<file path="src/inc/lcs_pkg.sv">
// constants and types for the logic cell storage and control block
package lcs_pkg;
    localparam int CTRL_SEL_W = 2;
    localparam int NUM_CTRL = 4;
    localparam int ADDR_W = 4;
    localparam int DEPTH = 16;
    localparam int DEPTH_WIDE = 32;
    // control signal slots
    localparam int SLOT_CE = 0;
    localparam int SLOT_PRESET_CLEAR = 1;
    localparam int SLOT_DIN = 2;
    localparam int SLOT_THIRD_ONE = 3;
    // reset values of configured state
    localparam logic INIT_CLEAR = 1'h0;
    localparam logic INIT_PRESET = 1'h1;
    typedef enum logic [1:0] {
        LCS_SRC_F,
        LCS_SRC_G,
        LCS_SRC_H,
        LCS_SRC_DIN
    } lcs_src_t;
    typedef enum logic [1:0] {
        LCS_MEM_OFF,
        LCS_MEM_LEVEL,
        LCS_MEM_EDGE,
        LCS_MEM_DUAL
    } lcs_mem_mode_t;
    typedef enum logic [1:0] {
        LCS_SHAPE_16X2,
        LCS_SHAPE_32X1,
        LCS_SHAPE_16X1
    } lcs_shape_t;
endpackage

</file>
<file path="src/logic/lcs_storage.sv">
// one storage element: flip-flop or latch with configured preset/clear
module lcs_storage (
    input wire logic clk_i,
    input wire logic reset_i,
    input wire logic global_preset_clear_i,
    input wire logic local_async_preset_clear_i,
    input wire logic local_preset_clear_enable_i,
    input wire logic init_preset_i,
    input wire logic latch_mode_i,
    input wire logic storage_clock_enable_i,
    input wire logic d_i,
    output logic q_o
);
    import lcs_pkg::*;
    logic held;
    wire force_init = reset_i | global_preset_clear_i |
        (local_preset_clear_enable_i & local_async_preset_clear_i); // RULE4 RULE5 RULE2 RULE3
    wire next_held = force_init ? init_preset_i :
        (storage_clock_enable_i ? d_i : held); // RULE1 RULE17 RULE13
    always_ff @(posedge clk_i) begin
        held <= next_held;
    end
    // latch mode passes data through while enabled
    always_comb begin
        if (force_init) begin
            q_o = init_preset_i; // RULE17
        end else if (latch_mode_i && storage_clock_enable_i) begin
            q_o = d_i; // RULE13
        end else begin
            q_o = held;
        end
    end
    property p_hold_init;
        @(posedge clk_i)
            force_init
            |=> held == $past(init_preset_i);
    endproperty
    a_hold_init: assert property (p_hold_init) // RULE17
        else $error("element left configured state");

    property p_enable_hold;
        @(posedge clk_i)
            !force_init && !storage_clock_enable_i
            |=> held == $past(held);
    endproperty
    a_enable_hold: assert property (p_enable_hold) // RULE13
        else $error("element changed without clock enable");
endmodule // lcs_storage

</file>
<file path="src/logic/lcs_cell.sv">
// storage and control portion of a configurable logic cell
// What this block does
// RULE1: one config bit picks preset or clear
// RULE2: per-element init choice and local disable
// RULE3: local set/reset active high, not invertible
// RULE4: global net forces configured state
// RULE5: preset/clear same for local and global
// RULE6: global net driven from pin or node
// RULE7: data input from F, G, H or direct
// RULE8: outputs bypass mux to any control input
// RULE9: any control input drives any slot
// RULE10: logic mode slot meanings
// RULE11: memory mode slot meanings
// RULE12: storage usable alongside independent logic
// RULE13: flip-flop with enable, clear, or latch
// RULE14: tables as level, edge or dual-port memory
// RULE15: shapes 16x2, 32x1 or 16x1
// RULE16: 32x1 shares address, extra bit selects table
// RULE17: set/reset overrides capture and enable
module lcs_cell (
    input wire logic clk_i,
    input wire logic reset_i,
    input wire logic global_preset_clear_i,
    input wire logic [lcs_pkg::NUM_CTRL-1:0] cell_control_inputs_i,
    input wire logic [lcs_pkg::CTRL_SEL_W-1:0] sel_ce_i,
    input wire logic [lcs_pkg::CTRL_SEL_W-1:0] sel_preset_clear_i,
    input wire logic [lcs_pkg::CTRL_SEL_W-1:0] sel_din_i,
    input wire logic [lcs_pkg::CTRL_SEL_W-1:0] sel_third_one_i,
    input wire logic [1:0] init_preset_i,
    input wire logic [1:0] local_preset_clear_enable_i,
    input wire logic [1:0] latch_mode_i,
    input wire lcs_pkg::lcs_src_t src_x_i,
    input wire lcs_pkg::lcs_src_t src_y_i,
    input wire logic [1:0] bypass_en_i,
    input wire logic [lcs_pkg::CTRL_SEL_W-1:0] bypass_sel_x_i,
    input wire logic [lcs_pkg::CTRL_SEL_W-1:0] bypass_sel_y_i,
    input wire lcs_pkg::lcs_mem_mode_t mem_mode_i,
    input wire lcs_pkg::lcs_shape_t mem_shape_i,
    input wire logic [lcs_pkg::ADDR_W-1:0] f_addr_i,
    input wire logic [lcs_pkg::ADDR_W-1:0] g_addr_i,
    input wire logic [lcs_pkg::ADDR_W-1:0] dual_read_addr_i,
    input wire logic [lcs_pkg::DEPTH-1:0] f_table_init_i,
    input wire logic [lcs_pkg::DEPTH-1:0] g_table_init_i,
    input wire logic h_table_out_i,
    output logic first_registered_out_o,
    output logic second_registered_out_o,
    output logic f_out_o,
    output logic g_out_o,
    output logic dual_out_o,
    output logic storage_clock_enable_o,
    output logic local_async_preset_clear_o,
    output logic third_lut_input_zero_o,
    output logic third_lut_input_one_o,
    output logic third_lut_input_two_o
);
    import lcs_pkg::*;
    logic [DEPTH-1:0] f_table;
    logic [DEPTH-1:0] g_table;
    logic [1:0] q_elem;

    // control slot routing
    wire storage_clock_enable = cell_control_inputs_i[sel_ce_i]; // RULE9 RULE10 RULE11
    wire slot_preset_clear = cell_control_inputs_i[sel_preset_clear_i]; // RULE9
    wire slot_din = cell_control_inputs_i[sel_din_i]; // RULE9
    wire third_lut_input_one = cell_control_inputs_i[sel_third_one_i]; // RULE9
    wire mem_on = mem_mode_i != LCS_MEM_OFF;

    // memory mode reuses slots as write enable and data
    wire write_enable = mem_on & slot_preset_clear; // RULE11
    wire table_data_in_low = slot_din; // RULE11
    wire table_data_in_high_or_addr = third_lut_input_one; // RULE11
    // local set/reset only in logic mode
    wire local_async_preset_clear = ~mem_on & slot_preset_clear; // RULE10 RULE3

    wire wide = mem_shape_i == LCS_SHAPE_32X1;
    wire single = mem_shape_i == LCS_SHAPE_16X1;
    wire [ADDR_W-1:0] g_waddr = wide ? f_addr_i : g_addr_i; // RULE16
    wire f_wr = write_enable & (~wide | ~table_data_in_high_or_addr); // RULE15 RULE16
    wire g_wr = write_enable & ~single & (~wide | table_data_in_high_or_addr); // RULE15 RULE16
    wire g_wdata = wide ? table_data_in_low : table_data_in_high_or_addr; // RULE11
    // level mode writes while enabled on each clock; edge modes gated by enable
    wire wr_strobe = (mem_mode_i == LCS_MEM_LEVEL) | storage_clock_enable; // RULE14
    wire f_read = f_table[f_addr_i];
    wire g_read = g_table[g_waddr];
    wire f_out = (wide && table_data_in_high_or_addr) ? g_read : f_read; // RULE16
    wire dual_read = f_table[dual_read_addr_i]; // RULE14

    wire [1:0] d_sel;
    wire [NUM_CTRL-1:0] fn_x = {slot_din, h_table_out_i, g_read, f_out};
    wire [NUM_CTRL-1:0] fn_y = {slot_din, h_table_out_i, g_read, f_out};
    assign d_sel[0] = fn_x[src_x_i]; // RULE7
    assign d_sel[1] = fn_y[src_y_i]; // RULE7
    wire [CTRL_SEL_W-1:0] byp_sel [2];
    assign byp_sel[0] = bypass_sel_x_i;
    assign byp_sel[1] = bypass_sel_y_i;
    wire [1:0] next_out;

    always_ff @(posedge clk_i) begin
        if (reset_i) begin
            f_table <= f_table_init_i;
            g_table <= g_table_init_i;
        end else if (wr_strobe) begin
            if (f_wr) begin
                f_table[f_addr_i] <= table_data_in_low; // RULE14
            end
            if (g_wr) begin
                g_table[g_waddr] <= g_wdata; // RULE14 RULE15
            end
        end
    end

    // storage independent of tables so logic runs unrelated
    for (genvar i = 0; i < 2; i++) begin : g_elem
        lcs_storage u_storage (
            .clk_i(clk_i),
            .reset_i(reset_i),
            .global_preset_clear_i(global_preset_clear_i),
            .local_async_preset_clear_i(local_async_preset_clear),
            .local_preset_clear_enable_i(local_preset_clear_enable_i[i]),
            .init_preset_i(init_preset_i[i]),
            .latch_mode_i(latch_mode_i[i]),
            .storage_clock_enable_i(storage_clock_enable),
            .d_i(d_sel[i]),
            .q_o(q_elem[i])
        ); // RULE12 RULE2
        assign next_out[i] = bypass_en_i[i] ? cell_control_inputs_i[byp_sel[i]] :
            q_elem[i]; // RULE8
    end

    always_ff @(posedge clk_i) begin
        first_registered_out_o <= next_out[0]; // RULE8
        second_registered_out_o <= next_out[1]; // RULE8
        f_out_o <= f_out;
        g_out_o <= g_read;
        dual_out_o <= dual_read;
        storage_clock_enable_o <= storage_clock_enable;
        local_async_preset_clear_o <= local_async_preset_clear;
        third_lut_input_zero_o <= slot_preset_clear; // RULE10
        third_lut_input_one_o <= third_lut_input_one; // RULE10
        third_lut_input_two_o <= slot_din; // RULE10
    end

    // RULE6: the global net arrives here already routed from a pin or node
    property p_global_forces;
        @(posedge clk_i) disable iff (reset_i)
            global_preset_clear_i && !bypass_en_i[0]
            |=> first_registered_out_o == $past(init_preset_i[0]);
    endproperty
    a_global_forces: assert property (p_global_forces) // RULE4
        else $error("global net did not force first output");

    property p_local_first;
        @(posedge clk_i) disable iff (reset_i)
            local_async_preset_clear && local_preset_clear_enable_i[0] && !bypass_en_i[0]
            |=> first_registered_out_o == $past(init_preset_i[0]);
    endproperty
    a_local_first: assert property (p_local_first) // RULE5
        else $error("local set/reset ignored on first element");

    property p_local_second;
        @(posedge clk_i) disable iff (reset_i)
            local_async_preset_clear && local_preset_clear_enable_i[1] && !bypass_en_i[1]
            |=> second_registered_out_o == $past(init_preset_i[1]);
    endproperty
    a_local_second: assert property (p_local_second) // RULE5
        else $error("local set/reset ignored on second element");

    property p_no_mem_write;
        @(posedge clk_i) disable iff (reset_i)
            !mem_on
            |=> f_table == $past(f_table);
    endproperty
    a_no_mem_write: assert property (p_no_mem_write) // RULE14
        else $error("table changed outside memory mode");

    property p_bypass_first;
        @(posedge clk_i) disable iff (reset_i)
            bypass_en_i[0]
            |=> first_registered_out_o == $past(cell_control_inputs_i[bypass_sel_x_i]);
    endproperty
    a_bypass_first: assert property (p_bypass_first) // RULE8
        else $error("first bypass path wrong");

    property p_bypass_second;
        @(posedge clk_i) disable iff (reset_i)
            bypass_en_i[1]
            |=> second_registered_out_o == $past(cell_control_inputs_i[bypass_sel_y_i]);
    endproperty
    a_bypass_second: assert property (p_bypass_second) // RULE8
        else $error("second bypass path wrong");

    property p_ce_route;
        @(posedge clk_i) disable iff (reset_i)
            1'h1
            |=> storage_clock_enable_o == $past(cell_control_inputs_i[sel_ce_i]);
    endproperty
    a_ce_route: assert property (p_ce_route) // RULE10
        else $error("enable slot not routed");

    property p_zero_route;
        @(posedge clk_i) disable iff (reset_i)
            1'h1
            |=> third_lut_input_zero_o == $past(cell_control_inputs_i[sel_preset_clear_i]);
    endproperty
    a_zero_route: assert property (p_zero_route) // RULE10
        else $error("set/reset slot not routed");

    property p_one_route;
        @(posedge clk_i) disable iff (reset_i)
            1'h1
            |=> third_lut_input_one_o == $past(cell_control_inputs_i[sel_third_one_i]);
    endproperty
    a_one_route: assert property (p_one_route) // RULE9
        else $error("third input one slot not routed");

    property p_two_route;
        @(posedge clk_i) disable iff (reset_i)
            1'h1
            |=> third_lut_input_two_o == $past(cell_control_inputs_i[sel_din_i]);
    endproperty
    a_two_route: assert property (p_two_route) // RULE10
        else $error("direct input slot not routed");

    property p_mem_blocks_local;
        @(posedge clk_i) disable iff (reset_i)
            mem_on
            |=> !local_async_preset_clear_o;
    endproperty
    a_mem_blocks_local: assert property (p_mem_blocks_local) // RULE11
        else $error("local set/reset active in memory mode");

    property p_single_keeps_g;
        @(posedge clk_i) disable iff (reset_i)
            mem_on && single
            |=> g_table == $past(g_table);
    endproperty
    a_single_keeps_g: assert property (p_single_keeps_g) // RULE15
        else $error("second table written in single table shape");

    property p_wide_keeps_f;
        @(posedge clk_i) disable iff (reset_i)
            mem_on && wide && table_data_in_high_or_addr
            |=> f_table == $past(f_table);
    endproperty
    a_wide_keeps_f: assert property (p_wide_keeps_f) // RULE16
        else $error("first table written with upper address set");
endmodule // lcs_cell

</file>
<file path="config.mk">
export PLATFORM = sky130hd
export DESIGN_NAME = lcs_cell
export DESIGN_NICKNAME = d
export VERILOG_FILES = /design/src/inc/lcs_pkg.sv /design/src/logic/lcs_storage.sv /design/src/logic/lcs_cell.sv
export SDC_FILE = /design/constraint.sdc
export NUM_CORES = 1
export LEC_CHECK = 0
export BUFFER_PORTS_ARGS = -buffer_cell sky130_fd_sc_hd__buf_2
export CORE_MARGIN = 2
export CORE_UTILIZATION = 30
export DETAILED_ROUTE_END_ITERATION = 7
export HOLD_SLACK_MARGIN = 0.12
export SYNTH_ARGS = -nofsm -noshare
export SYNTH_HDL_FRONTEND = slang
export SYNTH_HIERARCHICAL = 1
export SYNTH_SLANG_ARGS = --single-unit
</file>
<file path="constraint.sdc">
create_clock -name clk_i -period 6.3 [get_ports clk_i]
set_clock_uncertainty 0.15 [all_clocks]
set_input_delay 0.945 -clock clk_i [delete_from_list [all_inputs] [get_ports clk_i]]
set_output_delay 0.945 -clock clk_i [all_outputs]
set_load 0.05 [all_outputs]
</file>
==> results_dict.tcl, run 1 <==
set metrics [dict create \
    dr.pass1.iters 4 \
    grt-ovfl-total 0 \
    fp.dieArea_um2 10600 \
    synth_fp_nets 352 \
    min_period_ns 3.52 \
    grt_setup_unrepaired "false" \
    die_h_um 103 \
    ioPinCount 90 \
    cp_max_fo 9 \
    yosys_register_bits 44 \
    synth_cell_type_count 41 \
    grt_pass1_wl_um 12300 \
    cts_setup_buffers 0 \
    fp.dieW_um 103 \
    startpoint_type "input port" \
    cts_tree "built" \
    worst_slew_pin_slew_ns 0.732 \
    peakVddDrop_mv 0.0790 \
    ctsHoldBuffers 0 \
    fin_crit_sh_pct 55.8 \
    vias_per_cell 5.09 \
    hpwl_um 6130 \
    ant_nets 0 \
    powerDensity_nw_per_um2 214 \
    whs_ns 0.549 \
    drv_slew 0 \
    status "complete, no violations" \
    setup.worst_path.end "first_registered_out_o" \
    final_net_count 435 \
    synth-main-ff-cell "edfxtp_1" \
    crit_start "mem_shape_i[1]" \
    synth_cells 272 \
    crit_slowest_cell "nor4_2" \
    place_area_um2 3480 \
    cts_sinks 44 \
    yosys_warnings 6 \
    worstReg2RegEnd "first_registered_out_o" \
    rrSetupSlack_ns 4.01 \
    cp.depth 10 \
    multi_input_area_um2 1630 \
    tns_ns 0 \
    path_buf_inv 1 \
    hold_viol 0 \
    synthesis.area_um2 2930 \
    core.rowCount 36 \
    gp_congestion 0.883 \
    cts_buffers 5 \
    syn_to_final_growth_pct 22.6 \
    numPortBuffers 89 \
    relSlewSlack_pct 50.9 \
    reg2reg_depth 8 \
    synth_edf_count 34 \
    instances_no_fill 490 \
    path_delay_family "multiplexers" \
    clkLatencyLatePin_ns 0.30 \
    arrival_ns 3.56 \
    required_ns 6.34 \
    vias 2496 \
    antenna_found_initial 1 \
    cts.repair.resized 0 \
    worst_setup_hold_path_clk_slew_ns 0.08 \
    rr_startpoint "f_table[11]" \
    drt-total-wl_um 7920 \
    grt_max_degree 69 \
    post-route-drc-count 0 \
    ys_seq_area_share_pct 41.7 \
    cp_slowest_stage_delay_ns 0.55 \
    setup_violations 0 \
    dp.cells 481 \
    timing.fmax_mhz 284 \
    wire_per_inst_um 16.2 \
    hold_class "reg2reg" \
    syn_avg_cell_area_um2 10.8 \
    start_util_pct 30.4 \
    design_area_um2 3590 \
    drtIter0Drc 105 \
    worstSetupPathType "in2reg" \
    ys_async_sr_fraction_pct 0 \
    p_leak_uw 0.00155 \
    grt_pass1_vias 2430 \
    core_um2 9640 \
    clk_path_buf_depth 2 \
    cap_violations 0 \
    critical_path.cell_chain "buf_2 -> nand2b_1 -> mux2i_4 -> mux2i_1 -> o22ai_1 -> nor4_2 -> a21oi_1 -> mux2i_1 -> a21oi_1 -> mux2_2" \
    fin_total_pwr_uw 770 \
    fill_cells 1019 \
    endpoint_kind "register" \
    regArea_um2 1220 \
    grtUsageTotal_pct 15.2 \
    cts-htree-levels 2 \
    drive_above_1_share_pct 36.0 \
    clockRootBuffer "clkbuf_8" \
    reg_top3 "f_table x16, g_table x16, g_elem.u_storage/held x2" \
]
## cell usage after synthesis, types with 3 or more instances
| master | n | area (um2) |
|---|---|---|
| o22ai_1 | 4 | 25.0 |
| edfxtp_1 | 34 | 1020 |
| a31o_2 | 4 | 35.0 |
| a22o_1 | 18 | 158 |
| dfxtp_1 | 10 | 200 |
| nand2_1 | 37 | 139 |
| mux2_2 | 3 | 33.8 |
| nand3_1 | 4 | 20.0 |
| nand2b_1 | 5 | 31.3 |
| o21ai_0 | 16 | 80.1 |
| mux4_2 | 15 | 338 |
| clkbuf_1 | 9 | 33.8 |
| mux2i_1 | 15 | 150 |
| nor2b_1 | 4 | 25.0 |
| inv_1 | 3 | 11.3 |
| o31ai_1 | 4 | 30.0 |
| nor2_1 | 20 | 75.1 |
| o21ai_1 | 4 | 20.0 |
| a21o_1 | 30 | 225 |
| a21oi_1 | 5 | 25.0 |
| buf_2 | 3 | 15.0 |
## metal layers
layer	up-vias	share of wire [%]	track usage, %
met5	-	0	0
met4	0	1.5	4.15
met3	11	6.1	3.12
met2	79	47	24.8
met1	1191	45	20.7
li1	1215	-	-
## worst min-delay path, delay by kind of cell, from the launching register on
kind               cells  cell delay [ns]
muxes                  2             0.20
DFF                    1             0.34
AOI/OAI and AO/OA      1             0.13
## power by group
group          internal [uW]  leakage, uW  switching [uW]
sequential               344     0.000414            9.06
clock                    116    0.0000532            99.6
combinational           83.3      0.00108             118
total                    543      0.00155             227
## area by class of cell
cell class,count,area share [%]
Multi-Input combinational cell,211,45.4
Sequential cell,44,34.0
Timing Repair Buffer,90,12.6
Tap cell,133,4.63
Clock buffer,5,1.92
Clock inverter,3,1.05
Inverter,3,0.314
Antenna cell,1,0.0697
## how the worst min path moves through the flow
| stage | startpoint | to | slack (ns) | cells past startpoint |
|---|---|---|---|---|
| after floorplan | g_table[11] | g_out_o | 0.48 | 4 |
| after global placement | g_elem[0].u_storage/held | first_registered_out_o | 0.52 | 3 |
| after detailed placement | g_elem[0].u_storage/held | first_registered_out_o | 0.54 | 3 |
| after CTS | g_elem[0].u_storage/held | first_registered_out_o | 0.56 | 3 |
| after global routing | g_elem[1].u_storage/held | second_registered_out_o | 0.61 | 3 |
| final | g_elem[1].u_storage/held | second_registered_out_o | 0.55 | 3 |
## placed cells by master, fill, tap and decap left out, types with 2 or more instances in the layout
cell | netlist | layout
buf_2 | 3 | 89
mux2_1 | 2 | 2
nand3_1 | 4 | 4
o22ai_1 | 4 | 4
clkinv_1 | 0 | 2
o31ai_1 | 4 | 4
mux4_2 | 15 | 15
clkbuf_8 | 0 | 5
or3_1 | 2 | 2
dfxtp_1 | 10 | 10
o21ai_1 | 4 | 4
a211oi_2 | 2 | 2
nor3_1 | 2 | 2
or4bb_2 | 2 | 2
nand2_1 | 37 | 37
mux2_2 | 3 | 3
a21o_1 | 30 | 30
a21oi_1 | 5 | 5
nor2b_1 | 4 | 4
inv_1 | 3 | 3
o21ai_0 | 16 | 16
nand2b_1 | 5 | 5
mux2i_1 | 15 | 15
a31o_2 | 4 | 4
a22o_1 | 18 | 18
nor2_1 | 20 | 20
edfxtp_1 | 34 | 34
## cell families after synthesis
group	share of synthesized area (%)
multiplexers	19.4
flip-flops	41.7
AND/OR/NAND/NOR	14.5
buffers and inverters	2.61
AO/OA/AOI/OAI	21.8
## metrics by stage
stage               setup WS, ns  util (%)
detailed placement          2.51      36.1
CTS                         2.84      37.2
finish                      2.78      37.3
global placement            2.70      36.1
global route                2.61      37.2
floorplan                   3.22         -
Power figures use the tool's default switching activity.
==> run 2, diff against run 1 <==
==> constraint.sdc (replaced) <==
create_clock -name clk_i -period 3.6 [get_ports clk_i]
set_clock_uncertainty 0.15 [all_clocks]
set_input_delay 0.54 -clock clk_i [delete_from_list [all_inputs] [get_ports clk_i]]
set_output_delay 0.54 -clock clk_i [all_outputs]
set_load 0.05 [all_outputs]
==> results_dict.tcl, run 2 (same netlist as run 1, synthesis figures left out) <==
set metrics [dict create \
    mostFrequentLayoutCells "buf_2, nand2_1, edfxtp_1" \
    syn_to_final_growth_pct 22.7 \
    numPortBuffers 89 \
    grt_pass1_wl_um 12300 \
    vias_per_cell 5.11 \
    grt_pass1_vias 2409 \
    ioPinCount 90 \
    powerDensity_nw_per_um2 375 \
    cts-htree-levels 2 \
    die_h_um 103 \
    fp.dieArea_um2 10600 \
    cp_slowest_stage_delay_ns 0.52 \
    wire_per_inst_um 16.4 \
    grt_setup_unrepaired "false" \
    fp.dieW_um 103 \
    fin_crit_sh_pct 84.8 \
    fill_cells 1021 \
    gp_congestion 0.874 \
    drive_above_1_share_pct 36.0 \
    min_period_ns 3.05 \
    clk_path_buf_depth 2 \
    worst_setup_hold_path_clk_slew_ns 0.08 \
    reg_top3 "f_table x16, g_table x16, g_elem.u_storage/held x2" \
    final_net_count 435 \
    whs_ns 0.324 \
    hpwl_um 6210 \
    post-route-drc-count 0 \
    ant_nets 0 \
    clkLatencyLatePin_ns 0.30 \
    setup_violations 0 \
    peakVddDrop_mv 0.143 \
    path_buf_inv 1 \
    critical_path.cell_chain "buf_2 -> nand2b_1 -> mux2i_4 -> mux2i_1 -> o22ai_1 -> nor4_2 -> a21oi_1 -> mux2i_1 -> a21oi_1 -> mux2_2" \
    crit_slowest_cell "nor4_2" \
    endpoint_kind "register" \
    antenna_found_initial 1 \
    cts_buffers 5 \
    timing.fmax_mhz 328 \
    tns_ns 0 \
    core_um2 9640 \
    multi_input_area_um2 1630 \
    drt-total-wl_um 8050 \
    worst_slew_pin_slew_ns 0.739 \
    drv_slew 0 \
    vias 2507 \
    relSlewSlack_pct 50.4 \
    hold_class "in2reg" \
    grt_max_degree 37 \
    worstSetupPathType "in2reg" \
    start_util_pct 30.4 \
    cts_sinks 44 \
    startpoint_type "input port" \
    fin_total_pwr_uw 1350 \
    drtIter0Drc 101 \
    grtUsageTotal_pct 15.2 \
    arrival_ns 3.09 \
    cap_violations 0 \
    core.rowCount 36 \
    cts_tree "built" \
    regArea_um2 1220 \
    hold_viol 0 \
    dr.pass1.iters 4 \
    path_delay_family "multiplexers" \
    required_ns 3.64 \
    cts_setup_buffers 0 \
    final_common_cell "buf_2" \
    clockRootBuffer "clkbuf_8" \
    grt-ovfl-total 0 \
    cp_max_fo 9 \
    ctsHoldBuffers 0 \
    status "complete, no violations" \
    cts.repair.resized 0 \
    p_leak_uw 0.00155 \
]
[run 2: where the power goes]
group	internal, uW	total, uW	switching [uW]
Combinational	146	353	208
Clock	202	377	175
Sequential	602	618	15.9
[run 2: layout make-up]
| cell class | count | area share, % |
|---|---|---|
| clock inverter | 3 | 1.04 |
| inverter | 3 | 0.313 |
| antenna | 2 | 0.139 |
| clock buffer | 5 | 1.92 |
| sequential | 44 | 34.0 |
| multi-input combinational | 211 | 45.4 |
| tap | 133 | 4.63 |
| timing repair buffer | 90 | 12.6 |
[run 2: routing by layer]
layer  vias to the layer above  GRT usage (%)  part of all wire (%)
met5                         -              0                     0
met4                         0           4.15                  0.97
met3                         8           2.98                   6.5
met2                        76           25.2                    48
met1                      1203           20.4                    44
li1                       1220              -                     -
[run 2: final timing paths]
path                            start                          to  slack [ns]  depth (start not counted)
max                    mem_shape_i[1]      first_registered_out_o        0.55                         10
min                     mem_mode_i[0]  local_async_preset_clear_o        0.32                          2
max reg2reg               f_table[10]      first_registered_out_o        1.32                          8
min reg2reg  g_elem[1].u_storage/held     second_registered_out_o        0.54                          3
[run 2: per-stage QoR]
stage               worst slack [ns]  cells  utilization (%)  cell area, um2
floorplan                      0.924    272                -            2930
global placement               0.409    481             36.1            3480
detailed placement             0.255    481             36.1            3480
CTS                            0.560    489             37.2            3590
global route                   0.261    489             37.2            3590
finish                         0.547    491             37.3            3590
==> run 3, diff against run 2 <==
--- a/config.mk
+++ b/config.mk
@@ -5,6 +5,7 @@
 export SDC_FILE = /design/constraint.sdc
 export NUM_CORES = 1
 export LEC_CHECK = 0
+export ABC_AREA = 1
 export BUFFER_PORTS_ARGS = -buffer_cell sky130_fd_sc_hd__buf_2
 export CORE_MARGIN = 2
 export CORE_UTILIZATION = 30
==> constraint.sdc (replaced) <==
create_clock -name clk_i -period 2.4 [get_ports clk_i]
set_clock_uncertainty 0.15 [all_clocks]
set_input_delay 0.36 -clock clk_i [delete_from_list [all_inputs] [get_ports clk_i]]
set_output_delay 0.36 -clock clk_i [all_outputs]
set_load 0.05 [all_outputs]
==> results_dict.tcl, run 3 <==
set metrics [dict create \
    mostFrequentLayoutCells "nand2_1, buf_2, nand3_1" \
    min_period_ns 2.10 \
    cp_slowest_stage_delay_ns 0.26 \
    whs_ns 0.159 \
    drtIter0Drc 221 \
    path_delay_family "simple AND/OR/NAND/NOR gates" \
    synth_area_leaders "edfxtp_1, nand2_1, nand3_1" \
    place_ws_ns -0.000401 \
    start_util_pct 31.2 \
    relSlewSlack_pct 73.7 \
    yosys_warnings 6 \
    cts_setup_buffers 0 \
    crit_slowest_cell "o21ai_4" \
    yosysMostFrequentCell "nand2_1" \
    ys_async_sr_fraction_pct 0 \
    grt_pass1_wl_um 15800 \
    worstHoldPathCells 2 \
    grt_setup_unrepaired "false" \
    ant_nets 0 \
    cap_violations 0 \
    utilization_pct 38.8 \
    post-route-drc-count 0 \
    synth_cells 501 \
    crit_top_cell "nand2_1" \
    synth_edf_count 34 \
    drive_above_1_share_pct 21.0 \
    grtUsageTotal_pct 17.0 \
    gp_congestion 0.833 \
    worst_slew_pin_slew_ns 0.391 \
    fp.dieArea_um2 11700 \
    die_h_um 108 \
    worst_hold_startpoint "mem_mode_i[1]" \
    peakVddDrop_mv 0.251 \
    rrSetupSlack_ns 0.48 \
    worst_setup_hold_path_clk_slew_ns 0.09 \
    cts-htree-levels 2 \
    vias 3550 \
    reg_top3 "f_table x16, g_table x16, g_elem.u_storage/held x2" \
    fin_crit_sh_pct 87.3 \
    clk_path_buf_depth 2 \
    required_ns 2.44 \
    path_buf_inv 3 \
    combPwrFrac_pct 27.9 \
    reg2reg_depth 14 \
    drt-total-wl_um 9790 \
    final_net_count 673 \
    wire_per_inst_um 13.4 \
    syn_to_final_growth_pct 24.4 \
    hpwl_um 7530 \
    cp_max_fo 10 \
    regArea_um2 1220 \
    final_common_cell "nand2_1" \
    hold_class "in2reg" \
    setup_ws_ns 0.304 \
    yosys_register_bits 44 \
    grt_pass1_vias 3412 \
    synthesis.area_um2 3250 \
    clockRootBuffer "clkbuf_8" \
    grt-ovfl-total 0 \
    core.rowCount 37 \
    cts_tree "built" \
    arrival_ns 2.13 \
    worst_hold_path.endpoint "local_async_preset_clear_o" \
    netlist.area_leader.share_pct 31.5 \
    tns_ns 0 \
    powerDensity_nw_per_um2 526 \
    yosysTopAreaCell "edfxtp_1" \
    netSwitchingFraction_pct 33.7 \
    synth_commonest_cells "nand2_1, nand3_1, nor2_1" \
    netSwitchingPower_uw 716 \
    rr_startpoint "f_table[2]" \
    timing.fmax_mhz 477 \
    startpoint_type "input port" \
    multi_input_area_um2 1750 \
    grt_max_degree 65 \
    clkLatencyLatePin_ns 0.30 \
    p_leak_uw 0.00196 \
    cts_buffers 5 \
    status "complete, no violations" \
    numPortBuffers 89 \
    synth_fp_nets 581 \
    vias_per_cell 4.86 \
    synth-main-ff-cell "edfxtp_1" \
    core_um2 10400 \
    antenna_found_initial 1 \
    ys_seq_area_share_pct 37.6 \
    cts_sinks 44 \
    hold_viol 0 \
    worstSetupPathType "in2reg" \
    critical_path.cell_chain "buf_2 -> inv_1 -> nand2_4 -> o21ai_4 -> inv_4 -> nand2_1 -> nand2_1 -> nand2_2 -> nand2_2 -> nor2_1 -> a21oi_1 -> nand2_1 -> nand2_1 -> nand3_1 -> nand2_1 -> nand2_1 -> nand2_1 -> nor2_1 -> a31oi_1" \
    clkPwrFrac_pct 28.2 \
    fill_cells 1104 \
    dr.pass1.iters 5 \
    fp.dieW_um 108 \
    syn_avg_cell_area_um2 6.48 \
    setup_violations 0 \
    synth_cell_type_count 29 \
    endpoint_kind "register" \
    fin_total_pwr_uw 2120 \
    worstReg2RegEnd "second_registered_out_o" \
    drv_slew 0 \
    seq_power_share_pct 43.9 \
    ioPinCount 90 \
    intPower_uw 1410 \
]
-- run 3: changes by cell type in the layout (fill, tap and decap cells not counted), sizes merged, moves of 14 or more --
| cell | change |
|---|---|
| nand2 | +150 |
| nand3 | +62 |
| inv | +49 |
| nor2 | +36 |
| a21o | -30 |
| o21ai | +21 |
| a22o | -18 |
| mux4 | -15 |
| mux2i | -14 |
-- run 3: how the worst max path moves through the flow --
stage / startpoint / endpoint / slack (ns) / depth (start not counted)
after floorplan: mem_shape_i[1] / first_registered_out_o / 0.36 / 18
after global placement: mem_shape_i[1] / second_registered_out_o / 0.05 / 19
after detailed placement: mem_shape_i[1] / second_registered_out_o / -0.0004 / 19
after CTS: mem_shape_i[1] / second_registered_out_o / 0.32 / 19
after global routing: mem_shape_i[1] / second_registered_out_o / 0.05 / 18
final: mem_shape_i[1] / second_registered_out_o / 0.30 / 19
-- run 3: power by group through the flow --
stage | registers [uW] | logic [uW] | clock network, uW
final | 933 | 593 | 598
after CTS | 934 | 594 | 610
after floorplan | 1010 | 306 | 0
after detailed placement | 951 | 588 | 0
after global routing | 941 | 662 | 632
after global placement | 951 | 577 | 0
-- run 3: layer usage --
| layer | GRT usage [%] | wire length, um | vias to the layer above |
|---|---|---|---|
| li1 | - | - | 1818 |
| met1 | 22.8 | 4520 | 1575 |
| met2 | 27.3 | 4240 | 141 |
| met3 | 4.22 | 849 | 16 |
| met4 | 5.13 | 184 | 0 |
| met5 | 0 | 0 | - |
-- run 3: final cells by class --
class / instances / area share [%]
antenna: 1 / 0.0620
clock buffer: 6 / 1.80
clock inverter: 2 / 0.868
inverter: 52 / 4.90
multi-input combinational: 387 / 43.4
sequential: 44 / 30.2
tap: 136 / 4.21
timing repair buffer: 103 / 14.5
-- run 3: metrics by stage --
step	cells	area [um2]
global placement	718	3890
CTS	730	4040
floorplan	501	3250
finish	731	4040
global route	730	4040
detailed placement	718	3890
-- run 3: timing repair --
action | in CTS | in global routing
hold endpoints to repair | 4 | 0
gates resized for setup | 0 | 0
hold buffers | 4 | 0
-- run 3: kinds of logic (layout without fill, tap and decap cells) --
family / count (synthesis) / count (layout) / share of synthesized area (%)
AOI/OAI and AO/OA: 71 / 71 / 13.1
buffers and inverters: 70 / 163 / 8.37
DFF: 44 / 44 / 37.6
muxes: 2 / 2 / 0.617
other: 0 / 1 / 0
and+or+nand+nor: 314 / 314 / 40.3
-- run 3: worst register-to-register path, stage by stage (launching register included) --
cell and delay [ns]:
edfxtp_1 0.42, nand2_1 0.08, o21ai_0 0.07, o21ai_0 0.19, nand4_1 0.17, nand2_1 0.14
nand3_1 0.08, nand2_1 0.06, nand2_1 0.07, nand3_1 0.07, nand2_1 0.06, nand2_1 0.05
nand2_1 0.05, nor2_1 0.09, a31oi_1 0.04
